==> src/rtl/dual_uart_pkg.sv <==
package dual_uart_pkg;

    // Clock and link rates
    localparam int CLK_HZ = 20_000_000;
    localparam int BAUD_MIN = 300;
    localparam int BAUD_MAX = 115_200;
    localparam int OVS = 16;

    // Rate dividers
    localparam int T1_DIV = 384;
    localparam int GEN0_DIV = 64;
    localparam int GEN1_DIV = 32;
    localparam int FIX_DIV = 64;
    localparam logic [4:0] PRE_T1 = 5'(T1_DIV / OVS);
    localparam logic [4:0] PRE_GEN0 = 5'(GEN0_DIV / OVS);
    localparam logic [4:0] PRE_GEN1 = 5'(GEN1_DIV / OVS);
    localparam logic [4:0] PRE_FIX = 5'(FIX_DIV / OVS);
    localparam logic [9:0] DIV_MAX = 10'h3FF;
    localparam logic [1:0] T1_TOP = 2'h3;

    // Oversampling points
    localparam logic [3:0] OVS_MID = 4'(OVS / 2 - 1);
    localparam logic [3:0] OVS_LAST = 4'(OVS - 1);
    localparam logic [3:0] DATA_LAST = 4'h7;

    // Bus and register indices
    localparam int ADR_W = 10;
    localparam logic [7:0] IDX_POWER_CTRL = 8'h87;
    localparam logic [7:0] IDX_RATE_CTRL = 8'hD8;
    localparam logic [7:0] IDX_MISC_CTRL = 8'hF1;
    localparam logic [7:0] IDX_TIMER1_HIGH = 8'h8D;
    localparam logic [7:0] IDX_CTRL [2] = '{8'h98, 8'h9B};
    localparam logic [7:0] IDX_DATA [2] = '{8'h99, 8'h9C};
    localparam logic [7:0] IDX_FRAME [2] = '{8'h9A, 8'h9E};
    localparam logic [7:0] IDX_RELL [2] = '{8'hAA, 8'h9D};
    localparam logic [7:0] IDX_RELH [2] = '{8'hBA, 8'hBB};
    localparam logic [7:0] RESET_BYTE = 8'h00;

    // Field positions
    localparam int DOUBLE_BIT = 7;
    localparam int RATE_SEL_BIT = 7;
    localparam int PIN_SEL_BIT = 0;
    localparam int LOOP_BIT = 1;
    localparam int MODE_HI = 7;
    localparam int MODE_LO = 6;
    localparam int REN_BIT = 4;
    localparam int TB8_BIT = 3;
    localparam int RB8_BIT = 2;
    localparam int TI_BIT = 1;
    localparam int RI_BIT = 0;
    localparam int TWO_STOP_BIT = 0;
    localparam int PAR_EN_BIT = 1;
    localparam int PAR_ODD_BIT = 2;
    localparam int FERR_BIT = 6;
    localparam int PERR_BIT = 7;

    // Channel modes
    localparam logic [1:0] MODE_0 = 2'h0;
    localparam logic [1:0] MODE_1 = 2'h1;
    localparam logic [1:0] MODE_2 = 2'h2;
    localparam logic [1:0] MODE_3 = 2'h3;

    typedef struct packed {
        logic nine_bit;
        logic tx_ninth;
        logic parity_en;
        logic parity_odd;
        logic two_stop;
        logic rx_en;
    } chan_cfg_t;

    typedef struct packed {
        logic rx_done;
        logic tx_done;
        logic [7:0] rx_data;
        logic rx_ninth;
        logic frame_err;
        logic parity_err;
        logic busy;
    } chan_evt_t;

endpackage
==> src/rtl/dual_uart.sv <==
// Function
// - Two channels, selector routes one to pins
// - Link runs up to 625000 bit/s (32 clocks per bit)
// - Receiver assembles data LSB first
// - Transmitter shifts data LSB first
// - Parity, parity type, stop bits, rate programmable
// - Ch0 modes 1 and 3, no mode 0
// - Ch0 mode 2 nine bits, fixed rate
// - Ch1 mode 0 nine bits, generator rate
// - Ch1 mode 1 eight bits, no modes 2/3
// - Ninth transmitted bit from control register, or parity when enabled
// - Ch0 timer 1 rate formula
// - Ch0 generator rate formula
// - Ch1 generator rate, no timer 1
// - Reload value from high 1:0, low 7:0
// - Doubling bit 7 of power control
// - Ch0 done flags raise one request
// - Ch1 done flags raise one request
// - Rate select bit 7 picks ch0 source
// - Pin select and loop-back routing
//
// Register access over Wishbone was chosen for this implementation.
`timescale 1ns/1ps

module uart_channel
    import dual_uart_pkg::*;
(
    // Clock and reset
    input wire logic clk_i,
    input wire logic reset_i,
    input wire logic ce_i,
    // Control
    input wire logic tick_i,
    input wire chan_cfg_t cfg_i,
    input wire logic tx_start_i,
    input wire logic [7:0] tx_data_i,
    // Line
    input wire logic rx_i,
    output logic tx_o,
    output chan_evt_t evt_o
);

    typedef enum logic [2:0] {TX_IDLE, TX_START, TX_DATA, TX_NINTH,
        TX_STOP} tx_state_t;
    typedef enum logic [1:0] {RX_IDLE, RX_START, RX_DATA, RX_STOP}
        rx_state_t;

    tx_state_t tx_state_r;
    rx_state_t rx_state_r;
    logic [3:0] tx_sub_r, rx_sub_r, tx_cnt_r, rx_cnt_r;
    logic [7:0] tx_sh_r, rx_sh_r;
    logic tx_ninth_r, tx_stop2_r, tx_r, rx_prev_r, rx_ninth_r;
    logic tx_done_r, rx_done_r, ferr_r, perr_r;
    logic [7:0] rx_data_r;
    logic rx_dat_ninth_r;

    wire tx_step = tick_i && tx_sub_r == OVS_LAST;
    wire rx_step = tick_i && rx_sub_r == OVS_LAST;
    wire rx_fall = rx_prev_r && !rx_i;
    wire tx_par = ^tx_data_i ^ cfg_i.parity_odd;
    wire rx_par_bad = cfg_i.parity_en &&
        (^rx_sh_r ^ cfg_i.parity_odd) != rx_ninth_r;

    ////////////////////////////////////////////////////////////////////
    // Transmitter
    always_ff @(posedge clk_i) begin
        if (reset_i) begin
            tx_state_r <= TX_IDLE;
            tx_sub_r <= '0;
            tx_cnt_r <= '0;
            tx_sh_r <= '0;
            tx_ninth_r <= 1'b0;
            tx_stop2_r <= 1'b0;
            tx_r <= 1'b1;
            tx_done_r <= 1'b0;
        end else if (ce_i) begin
            tx_done_r <= 1'b0;
            if (tick_i && tx_state_r != TX_IDLE) begin
                tx_sub_r <= tx_sub_r + 4'h1;
            end
            unique case (tx_state_r)
                TX_IDLE: begin
                    tx_r <= 1'b1;
                    if (tx_start_i) begin
                        tx_sh_r <= tx_data_i;
                        // Parity or software ninth bit
                        tx_ninth_r <= cfg_i.parity_en ? tx_par
                            : cfg_i.tx_ninth;
                        tx_sub_r <= '0;
                        tx_r <= 1'b0;
                        tx_state_r <= TX_START;
                    end
                end
                TX_START: begin
                    if (tx_step) begin
                        tx_r <= tx_sh_r[0];
                        tx_sh_r <= tx_sh_r >> 1;
                        tx_cnt_r <= '0;
                        tx_state_r <= TX_DATA;
                    end
                end
                TX_DATA: begin
                    if (tx_step) begin
                        tx_cnt_r <= tx_cnt_r + 4'h1;
                        if (tx_cnt_r != DATA_LAST) begin
                            tx_r <= tx_sh_r[0];
                            tx_sh_r <= tx_sh_r >> 1;
                        end else if (cfg_i.nine_bit) begin
                            tx_r <= tx_ninth_r;
                            tx_state_r <= TX_NINTH;
                        end else begin
                            tx_r <= 1'b1;
                            tx_stop2_r <= cfg_i.two_stop;
                            tx_state_r <= TX_STOP;
                        end
                    end
                end
                TX_NINTH: begin
                    if (tx_step) begin
                        tx_r <= 1'b1;
                        tx_stop2_r <= cfg_i.two_stop;
                        tx_state_r <= TX_STOP;
                    end
                end
                TX_STOP: begin
                    if (tx_step) begin
                        if (tx_stop2_r) begin
                            tx_stop2_r <= 1'b0;
                        end else begin
                            tx_done_r <= 1'b1;
                            tx_state_r <= TX_IDLE;
                        end
                    end
                end
            endcase
        end
    end

    ////////////////////////////////////////////////////////////////////
    // Receiver
    always_ff @(posedge clk_i) begin
        if (reset_i) begin
            rx_state_r <= RX_IDLE;
            rx_sub_r <= '0;
            rx_cnt_r <= '0;
            rx_sh_r <= '0;
            rx_ninth_r <= 1'b0;
            rx_prev_r <= 1'b1;
            rx_done_r <= 1'b0;
            rx_data_r <= '0;
            rx_dat_ninth_r <= 1'b0;
            ferr_r <= 1'b0;
            perr_r <= 1'b0;
        end else if (ce_i) begin
            rx_prev_r <= rx_i;
            rx_done_r <= 1'b0;
            if (tick_i && rx_state_r != RX_IDLE) begin
                rx_sub_r <= rx_sub_r + 4'h1;
            end
            unique case (rx_state_r)
                RX_IDLE: begin
                    if (cfg_i.rx_en && rx_fall) begin
                        rx_sub_r <= '0;
                        rx_state_r <= RX_START;
                    end
                end
                RX_START: begin
                    if (tick_i && rx_sub_r == OVS_MID) begin
                        rx_sub_r <= '0;
                        rx_cnt_r <= '0;
                        rx_state_r <= rx_i ? RX_IDLE : RX_DATA;
                    end
                end
                RX_DATA: begin
                    if (rx_step) begin
                        rx_cnt_r <= rx_cnt_r + 4'h1;
                        if (rx_cnt_r <= DATA_LAST) begin
                            rx_sh_r <= {rx_i, rx_sh_r[7:1]};
                        end else begin
                            rx_ninth_r <= rx_i;
                        end
                        if (rx_cnt_r == DATA_LAST + 4'(cfg_i.nine_bit)) begin
                            rx_state_r <= RX_STOP;
                        end
                    end
                end
                RX_STOP: begin
                    if (rx_step) begin
                        rx_data_r <= rx_sh_r;
                        rx_dat_ninth_r <= cfg_i.nine_bit ? rx_ninth_r : rx_i;
                        ferr_r <= !rx_i;
                        perr_r <= cfg_i.nine_bit && rx_par_bad;
                        rx_done_r <= 1'b1;
                        rx_state_r <= RX_IDLE;
                    end
                end
            endcase
        end
    end

    assign tx_o = tx_r;
    assign evt_o = '{rx_done: rx_done_r, tx_done: tx_done_r,
        rx_data: rx_data_r, rx_ninth: rx_dat_ninth_r,
        frame_err: ferr_r, parity_err: perr_r,
        busy: tx_state_r != TX_IDLE};

endmodule

////////////////////////////////////////////////////////////////////////
`timescale 1ns/1ps

module dual_uart
    import dual_uart_pkg::*;
(
    // Clock and reset
    input wire logic clk_i,
    input wire logic reset_i,
    input wire logic ce_i,
    // Wishbone slave
    input wire logic cyc_i,
    input wire logic stb_i,
    input wire logic we_i,
    input wire logic [ADR_W-1:0] adr_i,
    input wire logic [3:0] sel_i,
    input wire logic [31:0] dat_i,
    output logic [31:0] dat_o,
    output logic ack_o,
    // Serial pins
    input wire logic rxd_i,
    output logic txd_o,
    // Interrupt requests
    output logic ch0_irq_o,
    output logic ch1_irq_o
);

    function automatic logic [4:0] halve(input logic [4:0] pre,
                                         input logic dbl);
        halve = dbl ? pre >> 1 : pre;
    endfunction

    function automatic logic [9:0] reload_of(input logic [7:0] high,
                                             input logic [7:0] low);
        reload_of = {high[1:0], low};
    endfunction

    logic [7:0] power_control_reg_r, rate_control_reg_r;
    logic [7:0] misc_control_reg_r, timer1_high_byte_r;
    logic [7:0] ctrl_r [2];
    logic [7:0] frame_r [2];
    logic [7:0] rell_r [2];
    logic [7:0] relh_r [2];
    logic ack_r, rxd_meta_r, rxd_sync_r, txd_r;
    logic [31:0] dat_r;
    logic [7:0] rd_byte;
    logic [1:0] tx_line, rx_line;
    chan_evt_t evt [2];

    ////////////////////////////////////////////////////////////////////
    // Bus decode
    wire req = cyc_i && stb_i;
    wire wr_go = req && we_i && ack_r && sel_i[0];
    wire [7:0] idx = adr_i[ADR_W-1:2];
    wire [7:0] wbyte = dat_i[7:0];
    wire rate_double = power_control_reg_r[DOUBLE_BIT];
    wire rate_source_select = rate_control_reg_r[RATE_SEL_BIT];
    wire pin_select = misc_control_reg_r[PIN_SEL_BIT];
    wire channel_loop_back = misc_control_reg_r[LOOP_BIT];

    always_comb begin
        rd_byte = RESET_BYTE;
        unique case (1'b1)
            idx == IDX_POWER_CTRL: rd_byte = power_control_reg_r;
            idx == IDX_RATE_CTRL: rd_byte = rate_control_reg_r;
            idx == IDX_MISC_CTRL: rd_byte = misc_control_reg_r;
            idx == IDX_TIMER1_HIGH: rd_byte = timer1_high_byte_r;
            idx == IDX_CTRL[0]: rd_byte = ctrl_r[0];
            idx == IDX_CTRL[1]: rd_byte = ctrl_r[1];
            idx == IDX_DATA[0]: rd_byte = evt[0].rx_data;
            idx == IDX_DATA[1]: rd_byte = evt[1].rx_data;
            idx == IDX_FRAME[0]: rd_byte = frame_r[0];
            idx == IDX_FRAME[1]: rd_byte = frame_r[1];
            idx == IDX_RELL[0]: rd_byte = rell_r[0];
            idx == IDX_RELL[1]: rd_byte = rell_r[1];
            idx == IDX_RELH[0]: rd_byte = relh_r[0];
            idx == IDX_RELH[1]: rd_byte = relh_r[1];
            default: rd_byte = RESET_BYTE;
        endcase
    end

    always_ff @(posedge clk_i) begin
        if (reset_i) begin
            ack_r <= 1'b0;
            dat_r <= '0;
            power_control_reg_r <= RESET_BYTE;
            rate_control_reg_r <= RESET_BYTE;
            misc_control_reg_r <= RESET_BYTE;
            timer1_high_byte_r <= RESET_BYTE;
        end else if (ce_i) begin
            ack_r <= req && !ack_r;
            if (req && !ack_r) begin
                dat_r <= {24'h000000, rd_byte};
            end
            if (wr_go && idx == IDX_POWER_CTRL) begin
                power_control_reg_r <= wbyte;
            end
            if (wr_go && idx == IDX_RATE_CTRL) begin
                rate_control_reg_r <= wbyte;
            end
            if (wr_go && idx == IDX_MISC_CTRL) begin
                misc_control_reg_r <= wbyte;
            end
            if (wr_go && idx == IDX_TIMER1_HIGH) begin
                timer1_high_byte_r <= wbyte;
            end
        end
    end

    ////////////////////////////////////////////////////////////////////
    // Pin routing
    always_ff @(posedge clk_i) begin
        if (reset_i) begin
            rxd_meta_r <= 1'b1;
            rxd_sync_r <= 1'b1;
            txd_r <= 1'b1;
        end else if (ce_i) begin
            rxd_meta_r <= rxd_i;
            rxd_sync_r <= rxd_meta_r;
            txd_r <= tx_line[pin_select];
        end
    end

    // Loop-back feeds the pin to the unselected receiver
    assign rx_line[0] = (pin_select == channel_loop_back) ? rxd_sync_r
        : 1'b1;
    assign rx_line[1] = (pin_select != channel_loop_back) ? rxd_sync_r
        : 1'b1;

    ////////////////////////////////////////////////////////////////////
    // Channels
    for (genvar ch = 0; ch < 2; ch++) begin : g_chan
        logic [4:0] pre_cnt_r;
        logic [9:0] div_cnt_r;
        logic tick_r;
        logic [4:0] pre;
        logic [9:0] reload;
        chan_cfg_t cfg;

        wire [1:0] mode = ctrl_r[ch][MODE_HI:MODE_LO];
        // Ch0 has no mode 0, ch1 has no modes 2 and 3
        wire active = (ch == 0) ? mode != MODE_0
            : !mode[1];
        wire nine = (ch == 0) ? mode[1] : mode == MODE_0;
        wire fixed = ch == 0 && mode == MODE_2;
        wire use_t1 = ch == 0 && !fixed && !rate_source_select;
        // Wraps at once when a rate change shrinks the prescale
        wire pre_hit = pre_cnt_r >= pre - 5'h01;
        wire data_wr = wr_go && idx == IDX_DATA[ch];
        wire ctrl_wr = wr_go && idx == IDX_CTRL[ch];
        wire frame_wr = wr_go && idx == IDX_FRAME[ch];

        if (ch == 0) begin : g_rate0
            assign pre = fixed ? halve(PRE_FIX, rate_double)
                : use_t1 ? halve(PRE_T1, rate_double)
                : halve(PRE_GEN0, rate_double);
            assign reload = fixed ? DIV_MAX
                : use_t1 ? {T1_TOP, timer1_high_byte_r}
                : reload_of(relh_r[0], rell_r[0]);
        end else begin : g_rate1
            assign pre = PRE_GEN1;
            assign reload = reload_of(relh_r[1], rell_r[1]);
        end

        assign cfg = '{nine_bit: nine,
            tx_ninth: ctrl_r[ch][TB8_BIT],
            parity_en: frame_r[ch][PAR_EN_BIT],
            parity_odd: frame_r[ch][PAR_ODD_BIT],
            two_stop: frame_r[ch][TWO_STOP_BIT],
            rx_en: active && ctrl_r[ch][REN_BIT]};

        // Sixteen ticks per bit
        always_ff @(posedge clk_i) begin
            if (reset_i) begin
                pre_cnt_r <= '0;
                div_cnt_r <= DIV_MAX;
                tick_r <= 1'b0;
            end else if (ce_i) begin
                tick_r <= 1'b0;
                pre_cnt_r <= pre_hit ? 5'h00 : pre_cnt_r + 5'h01;
                if (!active) begin
                    pre_cnt_r <= '0;
                    div_cnt_r <= DIV_MAX;
                end else if (pre_hit) begin
                    if (div_cnt_r == DIV_MAX) begin
                        div_cnt_r <= reload;
                        tick_r <= 1'b1;
                    end else begin
                        div_cnt_r <= div_cnt_r + 10'h001;
                    end
                end
            end
        end

        // Hardware flag set wins over a software write
        always_ff @(posedge clk_i) begin
            if (reset_i) begin
                ctrl_r[ch] <= RESET_BYTE;
                frame_r[ch] <= RESET_BYTE;
                rell_r[ch] <= RESET_BYTE;
                relh_r[ch] <= RESET_BYTE;
            end else if (ce_i) begin
                if (ctrl_wr) begin
                    ctrl_r[ch] <= wbyte;
                end
                if (evt[ch].rx_done) begin
                    ctrl_r[ch][RI_BIT] <= 1'b1;
                    ctrl_r[ch][RB8_BIT] <= evt[ch].rx_ninth;
                end
                if (evt[ch].tx_done) begin
                    ctrl_r[ch][TI_BIT] <= 1'b1;
                end
                if (frame_wr) begin
                    frame_r[ch] <= wbyte;
                end
                if (evt[ch].rx_done && evt[ch].frame_err) begin
                    frame_r[ch][FERR_BIT] <= 1'b1;
                end
                if (evt[ch].rx_done && evt[ch].parity_err) begin
                    frame_r[ch][PERR_BIT] <= 1'b1;
                end
                if (wr_go && idx == IDX_RELL[ch]) begin
                    rell_r[ch] <= wbyte;
                end
                if (wr_go && idx == IDX_RELH[ch]) begin
                    relh_r[ch] <= wbyte;
                end
            end
        end

        uart_channel u_chan (
            .clk_i(clk_i),
            .reset_i(reset_i),
            .ce_i(ce_i),
            .tick_i(tick_r),
            .cfg_i(cfg),
            .tx_start_i(data_wr && active && !evt[ch].busy),
            .tx_data_i(wbyte),
            .rx_i(rx_line[ch]),
            .tx_o(tx_line[ch]),
            .evt_o(evt[ch])
        );
    end

    ////////////////////////////////////////////////////////////////////
    // Outputs
    assign ack_o = ack_r;
    assign dat_o = dat_r;
    assign txd_o = txd_r;
    assign ch0_irq_o = ctrl_r[0][RI_BIT] || ctrl_r[0][TI_BIT];
    assign ch1_irq_o = ctrl_r[1][RI_BIT] || ctrl_r[1][TI_BIT];

endmodule

==> config.mk <==
export PLATFORM = sky130hd
export DESIGN_NAME = dual_uart
export DESIGN_NICKNAME = d
export VERILOG_FILES = /design/src/rtl/dual_uart_pkg.sv /design/src/rtl/dual_uart.sv
export SDC_FILE = /design/constraint.sdc
export NUM_CORES = 1
export LEC_CHECK = 0
export BUFFER_PORTS_ARGS = -buffer_cell sky130_fd_sc_hd__buf_2
export CORE_UTILIZATION = 61
export CTS_CLUSTER_DIAMETER = 200
export CTS_CLUSTER_SIZE = 12
export DETAILED_ROUTE_END_ITERATION = 10
export HOLD_SLACK_MARGIN = 0.1
export PLACE_DENSITY = 0.76
export SETUP_SLACK_MARGIN = 0.05
export SLEW_MARGIN = 0
export SYNTH_ARGS = -nofsm -noshare
export SYNTH_HDL_FRONTEND = slang
export SYNTH_SLANG_ARGS = --single-unit
==> constraint.sdc <==
create_clock -name clk_i -period 3.8 [get_ports clk_i]
set_input_delay 0.38 -clock clk_i [delete_from_list [all_inputs] [get_ports clk_i]]
set_output_delay 0.38 -clock clk_i [all_outputs]
set_load 0.02 [all_outputs]
==> results_dict.tcl, run 1 <==
set metrics [dict create \
    outcome "complete, no violations" \
    pin_count 89 \
    period_minus_slack_ns 3.38 \
    start_util_pct 62.2 \
    cp.required_ns 4.22 \
    r2r_slack_ns 0.42 \
    cts.sinks 250 \
    firstDrtPassIters 6 \
    fin_worst_skew_ns 0.0105 \
    antenna_cells 0 \
    overflow 0 \
    power_w 0.00572 \
    drtIter0Drc 1122 \
    p_leak_nw 5.54 \
    ys_seq_area_share_pct 41.6 \
    drc 0 \
    final_cell_mix "dfxtp_1 (186), nor2_1 (146), nand2_1 (128)" \
    yosysUniqueCellTypes 98 \
    crit_fanout 11 \
    power_per_cell_area_mw_per_mm2 397 \
    grt_pass1_vias 10300 \
    placed_cells 1728 \
    grt_usage_pct 32.4 \
    drive_above_1_share_pct 9.41 \
    synth_cells 1490 \
    grt_start_max_net_pins 59 \
    multiInputGateArea_mm2 0.00731 \
    slew_viol_final 0 \
    worst_pin_slew_ns 1.12 \
    worstSetupPathType "register to register" \
    post-route-period-util_pct 88.9 \
    layout.nets 1556 \
    syn_avg_cell_area_um2 9.11 \
    fin_cells 1767 \
    wirelength_um 36900 \
    detail_route.wl_per_cell_um 20.9 \
    fin_tns_setup_ns 0 \
    antenna_found_initial 0 \
    cts-root-buf "clkbuf_16" \
    setup_violations 0 \
    synth_ff_type "dfxtp_1" \
    row_count 54 \
    relSlewSlack_pct 24.6 \
    synth_area_mm2 0.0136 \
    max_freq_mhz 296 \
    end_kind "register" \
    dieArea_mm2 0.0228 \
    cp-start-kind "register" \
    clockBufferDepth 3 \
    routed-via-count 11500 \
    drv_cap 0 \
    cts_tree "built" \
    final-hold-violation-count 0 \
    synth_edf_count 64 \
    worstSkewPairLatency_ns 0.53 \
    whs_ns 0.312 \
    port_buffers 35 \
    fill_cells 1799 \
    arrival_ns 3.80 \
    gp_congestion 0.938 \
    fp.coreArea_mm2 0.0218 \
    die_y_um 151 \
    ir_worst_vdd_uv 360 \
    rsz0062_at_grt "no" \
    ys_ff_latch 250 \
    hpwl_um 24800 \
    grt_pass1_wl_um 57000 \
    regArea_mm2 0.00565 \
    htree_num_levels 1 \
    die-width_um 151 \
    synth-async-reset-ratio_pct 0 \
    synth_warnings 0 \
    final_common_cell "dfxtp_1" \
    via_per_inst 6.52 \
    drt.antenna.violating_nets 0 \
    cts_made_buffers 24 \
    hold_path.class "input pin to register" \
    path_clk_slew_ns 0.06 \
    area_growth_syn_to_layout_pct 6.29 \
]
-- where the power goes --
group / internal (W) / switching [W] / total (W)
Sequential: 0.00278 / 0.0000619 / 0.00284
Combinational: 0.000206 / 0.000437 / 0.000643
Clock: 0.00122 / 0.00102 / 0.00224
Total: 0.00421 / 0.00151 / 0.00572
-- final timing paths --
path / cells after the start / endpoint / startpoint
max: 15 / g_chan[0].div_cnt_r[4]$_SDFFE_PP1P_ / ctrl_r[0][6]$_SDFFCE_PN0P_
min: 2 / g_chan[0].u_chan.rx_sh_r[0]$_SDFFE_PP0P_ / reset_i
max reg2reg: 15 / g_chan[0].div_cnt_r[4]$_SDFFE_PP1P_ / ctrl_r[0][6]$_SDFFCE_PN0P_
min reg2reg: 2 / power_control_reg_r[6]$_SDFFE_PP0P_ / power_control_reg_r[6]$_SDFFE_PP0P_
-- registers in the layout (all words and copies together) (netlist names), 10 cells and up, named ones only --
register                 flops
g_chan.div_cnt_r            20
ctrl_r                      16
frame_r                     16
g_chan.u_chan.rx_data_r     16
g_chan.u_chan.rx_sh_r       16
g_chan.u_chan.tx_sh_r       16
relh_r                      16
rell_r                      16
g_chan.pre_cnt_r            10
-- routing by layer --
layer	global-route usage, %	vias to the layer above	part of all wire [%]
li1	-	5363	-
met1	47.2	5503	43
met3	5.27	94	9.3
met2	48.9	567	44
met4	10.0	0	3.2
met5	0	-	0
-- cell usage after synthesis (5+ instances only) --
cell	number	area share, %
dfxtp_1	186	27
nor2_1	147	4.1
nand2_1	129	3.6
a21oi_1	99	3.7
mux2i_1	78	5.8
and2_1	66	3.0
edfxtp_1	64	14
clkbuf_1	55	1.5
nand3_1	51	1.9
o21ai_0	38	1.4
inv_1	34	0.94
nor3_1	32	1.2
xnor2_1	29	1.9
ha_1	28	2.6
a211oi_1	27	1.5
buf_4	26	1.4
buf_2	23	0.85
nand4_1	23	1.1
mux2_2	21	1.7
a22oi_1	20	1.1
xor2_1	20	1.3
nand2b_1	17	0.78
nor2b_1	17	0.78
a31oi_1	15	0.69
a21o_1	14	0.77
a311oi_1	12	0.77
and4_1	12	0.77
and3_1	10	0.46
o211ai_1	10	0.55
o21ai_1	10	0.37
or3_1	10	0.46
a221oi_1	9	0.58
a22o_1	9	0.58
buf_1	9	0.25
nor4_1	7	0.32
nor4_2	6	0.55
or4_1	6	0.33
a2111oi_0	5	0.32
nand4b_1	5	0.32
o221ai_1	5	0.32
-- timing repair --
item / CTS / global route
setup buffers: 0 / 0
endpoints found under the setup margin: 0 / 1
resized for setup: 0 / 1
endpoints found under the hold margin: 1 / 0
hold buffers: 1 / 0
-- kinds of logic (layout without fill, tap and decap cells) --
logic type / after synthesis / after routing / share of synthesized area (%)
compound gates: 337 / 337 / 17.3
xor+xnor: 51 / 51 / 3.45
fa+ha+maj: 28 / 28 / 2.58
buf+inv: 151 / 125 / 5.22
flops: 250 / 250 / 41.6
mux: 99 / 99 / 7.50
other cells: 1 / 24 / 0.0276
simple gates: 573 / 573 / 22.4
-- area by class of cell --
type                            count  share of cell area [%]
Clock buffer                       38                    4.75
Sequential cell                   250                    39.1
Timing Repair Buffer               51                    2.08
Inverter                           36                   0.937
Multi-Input combinational cell   1112                    50.7
Tap cell                          280                    2.43
-- critical path, stage by stage, from the launching register on --
cell	delay (ns)
edfxtp_1	0.53
nor2_1	0.24
nor2_1	0.12
inv_1	0.07
ha_1	0.17
nand2_1	0.06
o21ai_0	0.12
inv_1	0.08
ha_1	0.20
xnor2_1	0.14
ha_1	0.28
o21ai_0	0.11
o221ai_1	0.25
nand2_2	0.21
or4_1	0.55
a21o_1	0.16
-- through the flow --
step           worst slack, ns  instance area [µm²]  utilization, %
2_1_floorplan            0.683                13700               -
3_3_place_gp             0.574                13700            62.9
3_5_place_dp             0.433                13700            62.9
4_1_cts                  0.401                14400            66.1
5_1_grt                  0.141                14400            66.1
6_report                 0.424                14400            66.1
Note: power is estimated with default switching activity, not from simulation.
==> run 2: changes to the inputs <==
--- a/config.mk
+++ b/config.mk
@@ -6,7 +6,7 @@
 export NUM_CORES = 1
 export LEC_CHECK = 0
 export BUFFER_PORTS_ARGS = -buffer_cell sky130_fd_sc_hd__buf_2
-export CORE_UTILIZATION = 61
+export CORE_UTILIZATION = 55
 export CTS_CLUSTER_DIAMETER = 200
 export CTS_CLUSTER_SIZE = 12
 export DETAILED_ROUTE_END_ITERATION = 10
==> constraint.sdc (replaced) <==
create_clock -name clk_i -period 3 [get_ports clk_i]
set_input_delay 0.3 -clock clk_i [delete_from_list [all_inputs] [get_ports clk_i]]
set_output_delay 0.3 -clock clk_i [all_outputs]
set_load 0.02 [all_outputs]
==> run 2 against run 1 <==
  * Clock power is 26% higher
  * Global-route usage is 3.4 points lower
  * Fmax is 19% higher
  * Critical path depth is 3 lower
  * Critical endpoint is now g_chan[0].div_cnt_r[7]$_SDFFE_PP1P_
  * Clock skew is 0.0041 ns higher
  * Largest power group unchanged
  * Via count is 0.28% higher
  * Cell area is 2.1% higher
  * Final cell count is 4.1% higher
  * Critical path type unchanged
  * First-iteration DRC count is 9.4% higher
  * Combinational power is 35% higher
==> results_dict.tcl, run 2 (synthesis gave the netlist of run 1 again) <==
set metrics [dict create \
    arrival_ns 3.25 \
    gp_congestion 0.923 \
    fp.coreArea_mm2 0.0242 \
    setup_violations 0 \
    worst_path_max_delay_cell "edfxtp_1" \
    power_per_cell_area_mw_per_mm2 495 \
    cts-root-buf "clkbuf_16" \
    via_per_inst 6.28 \
    regMostFlops "g_chan.div_cnt_r" \
    fin_worst_skew_ns 0.0146 \
    post-route-period-util_pct 94.8 \
    row_count 57 \
    layout.nets 1586 \
    drv_cap 0 \
    hpwl_um 25600 \
    clockBufferDepth 3 \
    wirelength_um 37500 \
    routed-via-count 11600 \
    cts_made_buffers 24 \
    port_buffers 35 \
    final_common_cell "dfxtp_1" \
    firstDrtPassIters 6 \
    drive_above_1_share_pct 11.8 \
    fin_tns_setup_ns 0 \
    drt.antenna.violating_nets 0 \
    rsz0062_at_grt "no" \
    area_growth_syn_to_layout_pct 8.56 \
    htree_num_levels 1 \
    die-width_um 159 \
    worstSetupPathType "register to register" \
    fin_cells 1840 \
    crit_path_max_incr_delay_ns 0.43 \
    worstSetupPathDepth 12 \
    final_cell_mix "dfxtp_1 (186), nor2_1 (144), nand2_1 (128)" \
    whs_path_depth 2 \
    p_leak_nw 5.68 \
    cp-start-kind "register" \
    cp.required_ns 3.41 \
    drtIter0Drc 1228 \
    relSlewSlack_pct 45.5 \
    cpMostUsedCell "ha_1" \
    grt_start_max_net_pins 54 \
    slew_viol_final 0 \
    grt_pass1_vias 10600 \
    end_kind "register" \
    dieArea_mm2 0.0253 \
    hold_path.class "input pin to register" \
    period_minus_slack_ns 2.84 \
    antenna_cells 0 \
    cts_tree "built" \
    crit_fanout 5 \
    max_freq_mhz 352 \
    ir_worst_vdd_uv 467 \
    final-hold-violation-count 0 \
    start_util_pct 56.0 \
    reg2reg_depth 12 \
    pin_count 89 \
    cp_num_buf_inv 1 \
    timing.critical_path.cells "nor2_2, nor2_2, ha_1, a21oi_1, ha_1, ha_1, o21ai_2, o221ai_2, nand2_2, buf_6, or3_4, o32a_1" \
    placed_cells 1797 \
    grt_usage_pct 29.0 \
    worstSkewPairLatency_ns 0.53 \
    worst_path_dominant_cell_family "adder cells" \
    detail_route.wl_per_cell_um 20.4 \
    largest_register_ffs 20 \
    die_y_um 159 \
    antenna_found_initial 0 \
    drc 0 \
    path_clk_slew_ns 0.06 \
    grt_pass1_wl_um 58500 \
    outcome "complete, no violations" \
    overflow 0 \
    worst_pin_slew_ns 0.815 \
    cts.sinks 250 \
]
==> run 2: cell types whose count changed in the layout (fill, tap and decap cells not counted), sizes merged <==
cell and delta:
buf +30, clkbuf -1
==> run 2: layout make-up <==
class                      instances  area (µm²)
tap                              324         405
multi-input combinational       1112        7340
clock buffer                      37         681
fill                            2046        9520
timing repair buffer              81         527
inverter                          36         135
sequential                       250        5650
==> run 2: metrics by stage <==
stage	utilization, %	instance area, µm²	setup slack [ns]	hold slack, ns	total power [W]
5_1_grt	60.7	14700	0.0226	0.200	0.00751
3_5_place_dp	57.6	14000	0.0355	0.445	0.00450
6_report	60.7	14700	0.155	0.170	0.00729
3_3_place_gp	57.6	14000	0.114	0.442	0.00449
2_1_floorplan	-	13700	0.0600	0.428	0.00427
4_1_cts	60.5	14700	0.0563	0.169	0.00727
==> run 2: final timing paths <==
path	startpoint	endpoint	slack, ns
max reg2reg	ctrl_r[0][6]$_SDFFCE_PN0P_	g_chan[0].div_cnt_r[7]$_SDFFE_PP1P_	0.16
min	reset_i	g_chan[0].u_chan.tx_cnt_r[0]$_SDFFE_PP0P_	0.17
max	ctrl_r[0][6]$_SDFFCE_PN0P_	g_chan[0].div_cnt_r[7]$_SDFFE_PP1P_	0.16
min reg2reg	power_control_reg_r[2]$_SDFFE_PP0P_	power_control_reg_r[2]$_SDFFE_PP0P_	0.45
==> run 2: what timing repair did <==
item / 4_1_cts / 5_1_grt
pin swaps: 0 / 5
hold endpoints to repair: 1 / 0
setup endpoints to repair: 3 / 10
setup buffers: 0 / 4
resized for setup: 2 / 13
hold buffers: 1 / 0
gates cloned: 0 / 1
==> run 2: where the power goes <==
part,switching (W),internal [W]
logic,0.000582,0.000286
registers,0.0000779,0.00352
clock network,0.00128,0.00154
==> run 2: worst reg2reg max path, cell delays in order (launching register included) <==
cell and delay, ns:
edfxtp_1 0.43, nor2_2 0.16, nor2_2 0.08, ha_1 0.29
a21oi_1 0.15, ha_1 0.26, ha_1 0.33, o21ai_2 0.09
o221ai_2 0.19, nand2_2 0.11, buf_6 0.14, or3_4 0.33
o32a_1 0.17
==> run 2: routing by layer <==
| metal | wire length [µm] | global-route usage (%) | vias up |
|---|---|---|---|
| met5 | 0 | 0 | - |
| met4 | 1080 | 9.05 | 0 |
| met3 | 3380 | 4.51 | 82 |
| met2 | 16800 | 45.3 | 559 |
| met1 | 16200 | 41.2 | 5501 |
| li1 | - | - | 5417 |
